$ cat config.mk
export PLATFORM = sky130hd
export DESIGN_NAME = cpm_core
export DESIGN_NICKNAME = d
export VERILOG_FILES = /design/src/hw/cpm_pkg.sv /design/src/hw/cpm_core.sv /design/src/hw/cpm_wreg_mem.sv
export SDC_FILE = /design/constraint.sdc
export NUM_CORES = 2
export LEC_CHECK = 0
export ABC_AREA = 1
export ABC_CLOCK_PERIOD_IN_PS = 49600
export BUFFER_PORTS_ARGS = -buffer_cell sky130_fd_sc_hd__buf_2
export CAP_MARGIN = 20
export CELL_PAD_IN_SITES_DETAIL_PLACEMENT = 1
export CELL_PAD_IN_SITES_GLOBAL_PLACEMENT = 1
export CORE_AREA = 2 2 387 389
export DETAILED_ROUTE_END_ITERATION = 7
export DIE_AREA = 0 0 389 391
export PLACE_DENSITY_LB_ADDON = 0.1
export SETUP_SLACK_MARGIN = 0.1
export SKIP_CTS_REPAIR_TIMING = 1
export SLEW_MARGIN = 0
export SYNTH_ARGS = -nofsm -noshare
export SYNTH_HDL_FRONTEND = slang
export SYNTH_SLANG_ARGS = --single-unit
$ cat constraint.sdc
create_clock -name clk_sys -period 49.6 [get_ports clk_sys]
set_clock_uncertainty 0.1 [all_clocks]
set_input_delay 4.96 -clock clk_sys [delete_from_list [all_inputs] [get_ports clk_sys]]
set_output_delay 4.96 -clock clk_sys [all_outputs]
set_load 0.005 [all_outputs]
$ cat src/hw/cpm_pkg.sv
// Purpose: Shared constants for the core programmer's model block
// Assumes: One instruction clock, synchronous active-high reset
// Notes:   Widths, reset values and priority ranges of the core state
package cpm_pkg;
  localparam int PC_W        = 23;
  localparam int INSN_W      = 24;
  localparam int WREG_W      = 16;
  localparam int WREG_N      = 16;
  localparam int WIDX_W      = 4;
  localparam int DADDR_W     = 16;
  localparam int PAGE_W      = 8;
  localparam int ACC_W       = 40;
  localparam int MUL_IN_W    = 17;
  localparam int SHIFT_MAX   = 16;
  localparam int VEC_N       = 62;
  localparam int TRAP_N      = 8;
  localparam int IRQ_N       = 54;
  localparam int PRI_W       = 4;
  localparam logic [3:0]  SP_IDX       = 4'hF;
  localparam logic [15:0] SP_RESET     = 16'h0800;
  localparam logic [15:0] PSV_BASE     = 16'h8000;
  localparam logic [15:0] Y_BOUNDARY   = 16'h1800;
  localparam logic [22:0] PC_RESET     = 23'h000000;
  localparam logic [7:0]  PAGE_RESET   = 8'h00;
  localparam logic [2:0]  IRQ_PRI_MIN  = 3'h1;
  localparam logic [3:0]  TRAP_PRI_MIN = 4'h8;
  // Status word flag positions
  localparam int SW_C  = 0;
  localparam int SW_Z  = 1;
  localparam int SW_OV = 2;
  localparam int SW_N  = 3;
  localparam int SW_DC = 8;
  localparam logic [15:0] SHADOW_FLAGS = 16'h010F;
  typedef enum logic [1:0] {CPM_ACC_NONE, CPM_ACC_DATA, CPM_ACC_WIN}
    cpm_dkind_t;
endpackage

$ cat src/hw/cpm_core.sv
// Purpose: Core programmer's model: PC, fetch, data spaces, exceptions
// Assumes: Synchronous memories answer one cycle after request
// Notes:   Arithmetic datapath is dimensional, not a full engine
`timescale 1ns/1ps
`default_nettype none
module cpm_core
  import cpm_pkg::*;
(
  // Clock and reset
  input  wire logic                clk_sys,
  input  wire logic                rst,
  // Sequencing control
  input  wire logic                step,
  input  wire logic                jump,
  input  wire logic [PC_W-1:0]     jump_target,
  input  wire logic                loop_start,
  input  wire logic                loop_end,
  input  wire logic [PC_W-1:0]     loop_begin_in,
  input  wire logic [PC_W-1:0]     loop_finish_in,
  input  wire logic [13:0]         loop_count_in,
  input  wire logic                shadow_save,
  input  wire logic                shadow_restore,
  // Program memory
  output logic      [PC_W-1:0]     prog_addr,
  output logic                     prog_rd,
  input  wire logic [INSN_W-1:0]   prog_rdata,
  output logic      [INSN_W-1:0]   insn_word,
  // Data access request
  input  wire logic                dreq,
  input  wire logic                dwrite,
  input  wire logic                dbyte,
  input  wire logic                dual_mac,
  input  wire logic                bitrev,
  input  wire logic                modulo_en,
  input  wire logic [DADDR_W-1:0]  mod_start,
  input  wire logic [DADDR_W-1:0]  mod_end,
  input  wire logic [WIDX_W-1:0]   addr_reg,
  input  wire logic [DADDR_W-1:0]  dwdata,
  input  wire logic                page_we,
  input  wire logic [PAGE_W-1:0]   page_wdata,
  input  wire logic                tbl_req,
  input  wire logic [7:0]          tbl_page,
  // Data answers
  output logic      [DADDR_W-1:0]  x_addr,
  output logic      [DADDR_W-1:0]  y_addr,
  output logic                     y_active,
  output logic                     dvalid,
  output logic      [15:0]         drdata,
  output logic      [INSN_W-1:0]   tbl_rdata,
  output logic      [PAGE_W-1:0]   program_window_page,
  // Datapath
  input  wire logic                mac_go,
  input  wire logic                acc_sel,
  input  wire logic [4:0]          shift_amt,
  input  wire logic                shift_left,
  output logic      [ACC_W-1:0]    accumulator_one,
  output logic      [ACC_W-1:0]    accumulator_two,
  // Exceptions
  input  wire logic [TRAP_N-1:0]   trap_req,
  input  wire logic [IRQ_N-1:0]    irq_req,
  input  wire logic [IRQ_N*3-1:0]  irq_pri,
  output logic                     exc_take,
  output logic      [5:0]          exc_vector,
  output logic      [PRI_W-1:0]    exc_level,
  output logic      [15:0]         status_word,
  output logic      [15:0]         stack_pointer_reg
);
  ////////////////////////////////////////////////////////////////////////
  typedef struct packed {
    logic [PC_W-1:0]    pc;
    logic [INSN_W-1:0]  insn;
    logic               prd;
    logic [PC_W-1:0]    paddr;
    logic [PAGE_W-1:0]  page;
    logic               win_wait;
    logic               tbl_wait;
    logic               dval;
    logic [15:0]        rdat;
    logic [INSN_W-1:0]  trd;
    logic [DADDR_W-1:0] xa;
    logic [DADDR_W-1:0] ya;
    logic               yact;
    logic [PC_W-1:0]    lbeg;
    logic [PC_W-1:0]    lfin;
    logic [13:0]        lcnt;
    logic [PC_W-1:0]    lbeg_sh;
    logic [PC_W-1:0]    lfin_sh;
    logic [13:0]        lcnt_sh;
    logic [15:0]        sw;
    logic [15:0]        sw_sh;
    logic [ACC_W-1:0]   acc1;
    logic [ACC_W-1:0]   acc2;
    logic               exc;
    logic [5:0]         vec;
    logic [PRI_W-1:0]   lvl;
    logic [15:0]        sp;
    logic [1:0]         shidx;
    logic               shbusy;
    logic               shdir;
  } cpm_state_t;

  cpm_state_t s_q;
  cpm_state_t s_d;

  logic             rf_we;
  logic [1:0]       rf_be;
  logic [3:0]       rf_waddr;
  logic [15:0]      rf_wdata;
  logic [3:0]       rf_raddr;
  logic [15:0]      rf_rdata;
  logic [15:0]      w_sh [4];
  logic [15:0]      shw_q [4];

  ////////////////////////////////////////////////////////////////////////
  // Bit-reverse the word index of an address, byte bit kept
  function automatic logic [15:0] bit_rev(input logic [15:0] a);
    logic [15:0] r;
    r = 16'h0000;
    for (int i = 1; i < 16; i++)
      r[i] = a[16-i];
    r[0] = a[0];
    return r;
  endfunction

  // Advance a pointer, wrapping inside a circular buffer
  function automatic logic [15:0] mod_next(input logic [15:0] a,
                                           input logic [15:0] lo,
                                           input logic [15:0] hi);
    logic [15:0] n;
    n = a + 16'h0002;
    if (a >= hi)
      n = lo;
    return n;
  endfunction

  // Barrel shift by up to sixteen places either way
  function automatic logic [ACC_W-1:0] bshift(input logic [ACC_W-1:0] v,
                                              input logic [4:0] n,
                                              input logic left);
    logic [4:0] k;
    k = (n > 5'h10) ? 5'h10 : n;
    return left ? (v << k) : ACC_W'($signed(v) >>> k);
  endfunction

  ////////////////////////////////////////////////////////////////////////
  // Exception arbitration
  logic [PRI_W-1:0] best_lvl;
  logic [5:0]       best_vec;
  logic             best_any;
  always_comb
  begin
    best_lvl = 4'h0;
    best_vec = 6'h00;
    best_any = 1'b0;
    for (int i = IRQ_N - 1; i >= 0; i--)
      if (irq_req[i] && irq_pri[i*3 +: 3] >= IRQ_PRI_MIN
          && {1'b0, irq_pri[i*3 +: 3]} >= best_lvl)
      begin
        best_lvl = {1'b0, irq_pri[i*3 +: 3]};
        best_vec = 6'(TRAP_N + i);
        best_any = 1'b1;
      end
    for (int t = TRAP_N - 1; t >= 0; t--)
      if (trap_req[t])
      begin
        best_lvl = TRAP_PRI_MIN + 4'(TRAP_N - 1 - t);
        best_vec = 6'(t);
        best_any = 1'b1;
      end
  end

  ////////////////////////////////////////////////////////////////////////
  logic [15:0] ea;
  logic [15:0] ea_fin;
  always_comb
  begin
    s_d = s_q;
    rf_we = 1'b0;
    rf_be = 2'b00;
    rf_waddr = addr_reg;
    rf_wdata = dwdata;
    rf_raddr = addr_reg;
    ea = rf_rdata;
    ea_fin = ea;
    s_d.dval = 1'b0;
    s_d.exc = 1'b0;
    if (step)
    begin
      s_d.insn = prog_rdata;
      s_d.pc = jump ? {1'b0, jump_target[PC_W-2:1], 1'b0}
                    : {1'b0, s_q.pc[PC_W-2:0] + 22'h000002};
    end
    // Fetch port shows the word at PC unless a window or table read sets the address; a step then takes that word
    s_d.paddr = s_d.pc;
    s_d.prd = 1'b1;
    if (page_we)
      s_d.page = page_wdata;
    if (bitrev && dwrite)
      ea_fin = bit_rev(ea);
    if (modulo_en)
      s_d.xa = mod_next(s_q.xa, mod_start, mod_end);
    s_d.xa = modulo_en ? s_d.xa : ea_fin;
    s_d.yact = dual_mac && ea >= Y_BOUNDARY;
    if (dual_mac)
      s_d.ya = modulo_en ? mod_next(s_q.ya, mod_start, mod_end)
                         : rf_rdata;
    if (dreq && !s_q.win_wait)
    begin
      if (ea_fin >= PSV_BASE && !dwrite)
      begin
        s_d.win_wait = 1'b1;
        s_d.paddr = {s_q.page, ea_fin[14:0]};
        s_d.prd = 1'b1;
      end
      else
      begin
        s_d.dval = 1'b1;
        rf_we = dwrite;
        rf_be = dbyte ? {ea_fin[0], ~ea_fin[0]} : 2'b11;
        rf_wdata = dbyte ? {dwdata[7:0], dwdata[7:0]} : dwdata;
        s_d.rdat = rf_rdata;
      end
    end
    else if (s_q.win_wait)
    begin
      s_d.win_wait = 1'b0;
      s_d.dval = 1'b1;
      s_d.rdat = prog_rdata[15:0];
    end
    // table full 24 bits
    // Word comes back one cycle after the address, like a window read
    if (s_q.tbl_wait)
      s_d.trd = prog_rdata;
    s_d.tbl_wait = tbl_req;
    if (tbl_req)
    begin
      s_d.paddr = {tbl_page[6:0], ea[15:1], 1'b0};
      s_d.prd = 1'b1;
    end
    if (loop_start)
    begin
      s_d.lbeg_sh = s_q.lbeg;
      s_d.lfin_sh = s_q.lfin;
      s_d.lcnt_sh = s_q.lcnt;
      s_d.lbeg = loop_begin_in;
      s_d.lfin = loop_finish_in;
      s_d.lcnt = loop_count_in;
    end
    else if (loop_end)
    begin
      s_d.lbeg = s_q.lbeg_sh;
      s_d.lfin = s_q.lfin_sh;
      s_d.lcnt = s_q.lcnt_sh;
    end
    else if (step && s_q.lcnt != 14'h0000 && s_q.pc == s_q.lfin)
      s_d.lcnt = s_q.lcnt - 14'h0001;
    if (shadow_save)
      s_d.sw_sh = s_q.sw & SHADOW_FLAGS;
    if (shadow_restore)
    begin
      s_d.sw = (s_q.sw & ~SHADOW_FLAGS) | (s_q.sw_sh & SHADOW_FLAGS);
      s_d.shbusy = 1'b1;
      s_d.shidx = 2'h0;
    end
    else if (s_q.shbusy)
    begin
      rf_we = 1'b1;
      rf_be = 2'b11;
      rf_waddr = {2'b00, s_q.shidx};
      rf_wdata = shw_q[s_q.shidx];
      s_d.shidx = s_q.shidx + 2'h1;
      s_d.shbusy = s_q.shidx != 2'h3;
    end
    if (mac_go)
    begin
      if (acc_sel)
        s_d.acc2 = s_q.acc2 + ACC_W'($signed({ea[15], ea})
                                     * $signed({dwdata[15], dwdata}));
      else
        s_d.acc1 = s_q.acc1 + ACC_W'($signed({ea[15], ea})
                                     * $signed({dwdata[15], dwdata}));
    end
    else if (shift_amt != 5'h00)
    begin
      if (acc_sel)
        s_d.acc2 = bshift(s_q.acc2, shift_amt, shift_left);
      else
        s_d.acc1 = bshift(s_q.acc1, shift_amt, shift_left);
    end
    if (best_any)
    begin
      s_d.exc = 1'b1;
      s_d.vec = best_vec;
      s_d.lvl = best_lvl;
      s_d.sp = s_q.sp + 16'h0004;
    end
    s_d.sp[0] = 1'b0;
  end

  always_ff @(posedge clk_sys)
  begin
    if (rst)
    begin
      s_q <= '0;
      s_q.pc <= PC_RESET;
      s_q.page <= PAGE_RESET;
      s_q.sp <= SP_RESET;
      s_q.paddr <= PC_RESET;
      s_q.prd <= 1'b1;
    end
    else
      s_q <= s_d;
  end

  // W0-W3 shadow copies, captured on save
  always_ff @(posedge clk_sys)
  begin
    if (rst)
      for (int i = 0; i < 4; i++)
        shw_q[i] <= 16'h0000;
    else if (shadow_save)
      for (int i = 0; i < 4; i++)
        shw_q[i] <= w_sh[i];
  end
  // Live W0-W3 track writes seen by the array
  always_ff @(posedge clk_sys)
  begin
    if (rst)
      for (int i = 0; i < 4; i++)
        w_sh[i] <= 16'h0000;
    else if (rf_we && rf_waddr[3:2] == 2'b00)
    begin
      // Byte writes must reach the copy too, or a save takes stale data
      if (rf_be[0])
        w_sh[rf_waddr[1:0]][7:0] <= rf_wdata[7:0];
      if (rf_be[1])
        w_sh[rf_waddr[1:0]][15:8] <= rf_wdata[15:8];
    end
  end

  ////////////////////////////////////////////////////////////////////////
  // working register array
  cpm_wreg_mem u_wreg (
    .clk_sys (clk_sys),
    .rst     (rst),
    .we      (rf_we),
    .be      (rf_be),
    .waddr   (rf_waddr),
    .wdata   (rf_wdata),
    .raddr   (rf_raddr),
    .rdata   (rf_rdata)
  );

  assign prog_addr           = s_q.paddr;
  assign prog_rd             = s_q.prd;
  assign insn_word           = s_q.insn;
  assign x_addr              = s_q.xa;
  assign y_addr              = s_q.ya;
  assign y_active            = s_q.yact;
  assign dvalid              = s_q.dval;
  assign drdata              = s_q.rdat;
  assign tbl_rdata           = s_q.trd;
  assign program_window_page = s_q.page;
  assign accumulator_one     = s_q.acc1;
  assign accumulator_two     = s_q.acc2;
  assign exc_take            = s_q.exc;
  assign exc_vector          = s_q.vec;
  assign exc_level           = s_q.lvl;
  assign status_word         = s_q.sw;
  assign stack_pointer_reg   = s_q.sp;
endmodule
`default_nettype wire

$ cat src/hw/cpm_wreg_mem.sv
// Purpose: Working register array, sixteen 16-bit words
// Assumes: Byte enables for byte-wide and low-byte operations
// Notes:   Read data registered; stack pointer bit 0 forced clear
`timescale 1ns/1ps
`default_nettype none
module cpm_wreg_mem
  import cpm_pkg::*;
(
  // Clock and reset
  input  wire logic              clk_sys,
  input  wire logic              rst,
  // Write port
  input  wire logic              we,
  input  wire logic [1:0]        be,
  input  wire logic [WIDX_W-1:0] waddr,
  input  wire logic [15:0]       wdata,
  // Read port
  input  wire logic [WIDX_W-1:0] raddr,
  output logic      [15:0]       rdata
);
  logic [15:0] mem [WREG_N];

  always_ff @(posedge clk_sys)
  begin
    if (rst)
    begin
      for (int i = 0; i < WREG_N; i++)
        mem[i] <= (4'(i) == SP_IDX) ? SP_RESET : 16'h0000;
      rdata <= 16'h0000;
    end
    else
    begin
      if (we && be[0])
        mem[waddr][7:0] <= (waddr == SP_IDX) ? {wdata[7:1], 1'b0}
                                              : wdata[7:0];
      if (we && be[1])
        mem[waddr][15:8] <= wdata[15:8];
      rdata <= mem[raddr];
    end
  end
endmodule
`default_nettype wire
==> Implementation_results.wiki <==
{| class="wikitable"
! Metric !! Value
|-
| Worst-path cell with the longest stage delay || sky130_fd_sc_hd__ha_1
|-
| Number of cells traversed by the worst hold path || 2
|-
| Critical path required time || 50100 ps
|-
| Count of vias placed by the detailed router || 57100
|-
| Number of flip-flops under the largest register name || 256
|-
| Count of buffering cells on the critical path with inverters included || 107
|-
| Die width || 389 µm
|-
| Crit Path Category || input pin to flop
|-
| Post-synthesis register bit count || 674
|-
| Share of post-route cells with drive strength above 1 || 20.5%
|-
| Share of synthesized flip-flops with an asynchronous set or reset || 0%
|-
| Flop2flop setup slack || 39370 ps
|-
| Startpoint of the most critical setup path || irq_pri[161]
|-
| Top Registers || u_wreg.mem: 256 flops, shw_q: 64 flops, w_sh: 64 flops
|-
| Family with the most delay on the worst path || simple AND/OR/NAND/NOR gates
|-
| Worst min path class || flop to flop
|-
| Max Clk Rate || 18.7 MHz
|-
| Growth of design area from synthesis to finish || 16.2%
|-
| # rows || 142
|-
| DR vias/cell || 5.41
|-
| Post-DP HPWL || 169 mm
|-
| Maximum clock insertion buffer count || 3
|-
| Later-pin clock latency in the skew report || 700 ps
|-
| Data arrival, critical path || 53990 ps
|-
| Synthesized cell area || 58800 µm²
|-
| I/O pin count || 676
|-
| Number of buffers inserted during clock tree synthesis || 79
|-
| Unrepaired setup endpoints after global routing || yes
|-
| Number of nets still failing antenna checks after routing || 0
|-
| Capture point of the worst reg-to-reg path || accumulator_two[38]
|-
| Result of the run || complete, but fails checks
|-
| Count of endpoints failing setup in the final report || 25
|-
| Overall fraction of global-route tracks in use || 28.8%
|-
| CP endpoint kind || flop
|-
| Number of global-route vias before repair || 57700
|-
| Startpoint kind of the worst setup timing path || input pin
|-
| Total number of clock tree sinks || 674
|-
| Die span in y || 391 µm
|-
| Overall routed net length || 227 mm
|-
| Leading register cell type out of synthesis || sky130_fd_sc_hd__edfxtp_1
|-
| Final cycle utilization of the critical path || 108%
|-
| Layout fillers || 18700
|-
| Share of Yosys cell area claimed by the top area cell type || 19.6%
|-
| Post-route minimum period || 53490 ps
|-
| First-pass GRT wire length || 342 mm
|-
| Crit path setup slack, layout || -3890 ps
|-
| Pre-antenna DRT Iters || 6
|-
| Most frequent CP cell || sky130_fd_sc_hd__nand2_2
|-
| Slowest stage delay, CP || 290 ps
|-
| DRC || 0
|-
| Placed Instance Area || 64000 µm²
|-
| Post-CTS clock slew at the launch and capture registers of the worst setup and hold paths || 60 ps
|-
| # port buffers || 596
|-
| Hold Path Sink || s_q[395]
|-
| Register containing the most flip-flops in the final layout || u_wreg.mem
|-
| Largest net degree at the start of global routing || 104
|-
| Clock root buffer || sky130_fd_sc_hd__clkbuf_16
|-
| Max-slew violation total from the final report || 0
|-
| Core box area || 149000 µm²
|-
| Sequential share of the synthesized area || 29.5%
|-
| Violated checks || setup timing
|-
| GP Congestion || 0.926
|-
| Startpoint of the lowest-slack hold path || s_q[395]
|-
| Effective utilization at floorplan || 39.6%
|-
| Count of yosys warnings during synthesis || 0
|-
| Number of hold violations in the final report || 0
|-
| Final Net Count || 9500
|-
| Worst-margin pin slew || 1120 ps
|-
| Worst slew margin || 25.4%
|-
| CTS tree || done
|-
| Routed len/inst || 21.5 µm
|-
| Peak fanout along the critical path || 7
|-
| Synth area leaders || sky130_fd_sc_hd__edfxtp_1, sky130_fd_sc_hd__dfxtp_1, sky130_fd_sc_hd__nand2_1, sky130_fd_sc_hd__fa_1, sky130_fd_sc_hd__o21ai_0
|-
| Depth of the worst register-to-register path || 49
|-
| Remaining global-route overflow || 0
|-
| Number of flops mapped to enable cells by yosys || 384
|-
| Per-instance average area after synthesis || 7.32 µm²
|-
| Count of unique library cells instantiated by Yosys || 61
|-
| Post-Syn Instances || 8030
|-
| Max-capacitance violation count || 0
|-
| Die area || 152000 µm²
|-
| Top cell type by total area after synthesis || sky130_fd_sc_hd__edfxtp_1
|-
| Iter 0 DRT Violations || 3503
|-
| Launch point of the worst reg-to-reg path || u_wreg.rdata[2]
|-
| CTS HTree Levels || 3
|-
| Final instance area || 68300 µm²
|-
| Initial antenna violation count || 54
|}
-- synth_stat cells (all sizes together), types with 3 or more instances --
cell type / number
ha: 306
a21oi: 351
a221oi: 13
nor4: 6
o31a: 51
o31ai: 4
o211ai: 106
o2111ai: 10
nor3: 47
o21a: 16
nor3b: 3
fa: 264
nand4: 11
nand2: 1702
dfxtp: 290
xor2: 48
o311ai: 3
xnor2: 32
inv: 1165
a211oi: 15
o21ai: 1063
a2111oi: 4
nand3: 265
a31oi: 69
a41oi: 13
mux2i: 47
o221ai: 85
o21bai: 25
o22ai: 45
or2: 22
clkinv: 6
a22oi: 21
buf: 291
edfxtp: 384
nor2: 865
clkbuf: 366
-- worst max-delay path by stage --
stage	slack, ps	cells after the start	endpoint
floorplan	-340	539	stack_pointer_reg[11]
global placement	-2640	543	stack_pointer_reg[13]
detailed placement	-4890	543	stack_pointer_reg[12]
CTS	-4270	543	stack_pointer_reg[13]
global route	-8560	540	stack_pointer_reg[12]
finish	-3890	538	stack_pointer_reg[13]
-- logic make-up after synthesis --
group,share of synthesized area [%]
and+or+nand+nor,21.1
AOI/OAI and AO/OA,18.5
buffers and inverters,13.3
DFF,29.5
adders and majority gates,15.5
xor gates and xnor gates,1.19
muxes,0.801
other,0.0128
-- per-layer routing --
metal / vias to the layer above / GRT usage, % / share of wire (%)
met5: - / 0 / 0.058
met4: 20 / 9.91 / 3.6
met3: 387 / 3.88 / 5.0
met2: 1506 / 49.6 / 49
met1: 28100 / 37.1 / 42
li1: 27100 / - / -
-- per-stage QoR --
| stage | TNS [ps] | cells | hold slack [ps] | util (%) | setup slack (ps) |
|---|---|---|---|---|---|
| finish | -94420 | 10600 | 354 | 46.0 | -3890 |
| floorplan | -4400 | 8043 | 319 | - | -340 |
| detailed placement | -118060 | 10300 | 343 | 43.1 | -4890 |
| global placement | -61440 | 10300 | 329 | 43.1 | -2640 |
| global route | -210240 | 10500 | 370 | 45.9 | -8560 |
| CTS | -102100 | 10400 | 354 | 44.9 | -4270 |
-- layout make-up --
class / instances / area, µm² / share of cell area, %
clock buffers: 101 / 2170 / 3.18
well taps: 1944 / 2430 / 3.56
inverters: 1171 / 4410 / 6.47
multi-input cells: 5541 / 34900 / 51.1
diodes: 36 / 90.1 / 0.132
repair buffers: 1040 / 6390 / 9.37
clock inverters: 43 / 528 / 0.774
flip-flops and latches: 674 / 17300 / 25.4
-- worst min-delay path: stages (launching register included) --
cell,delay [ps]
sky130_fd_sc_hd__dfxtp_1,290
sky130_fd_sc_hd__nand2_1,70
sky130_fd_sc_hd__nor2_1,40
-- placed cells by master (no fill, tap or decap), types with 55 or more instances in the layout --
master and n:
sky130_fd_sc_hd__a21oi_1 346, sky130_fd_sc_hd__a31oi_1 69, sky130_fd_sc_hd__buf_2 591, sky130_fd_sc_hd__buf_4 438
sky130_fd_sc_hd__clkbuf_16 80, sky130_fd_sc_hd__dfxtp_1 290, sky130_fd_sc_hd__edfxtp_1 384, sky130_fd_sc_hd__fa_1 264
sky130_fd_sc_hd__ha_1 299, sky130_fd_sc_hd__inv_1 1131, sky130_fd_sc_hd__nand2_1 1379, sky130_fd_sc_hd__nand2_2 239
sky130_fd_sc_hd__nand2_4 82, sky130_fd_sc_hd__nand3_1 207, sky130_fd_sc_hd__nand3_2 55, sky130_fd_sc_hd__nor2_1 846
sky130_fd_sc_hd__o211ai_1 106, sky130_fd_sc_hd__o21ai_0 934, sky130_fd_sc_hd__o21ai_2 83, sky130_fd_sc_hd__o221ai_1 85
Power is not shown: default switching activity piles up to over one toggle a cycle in this logic, so the estimate is an artifact.
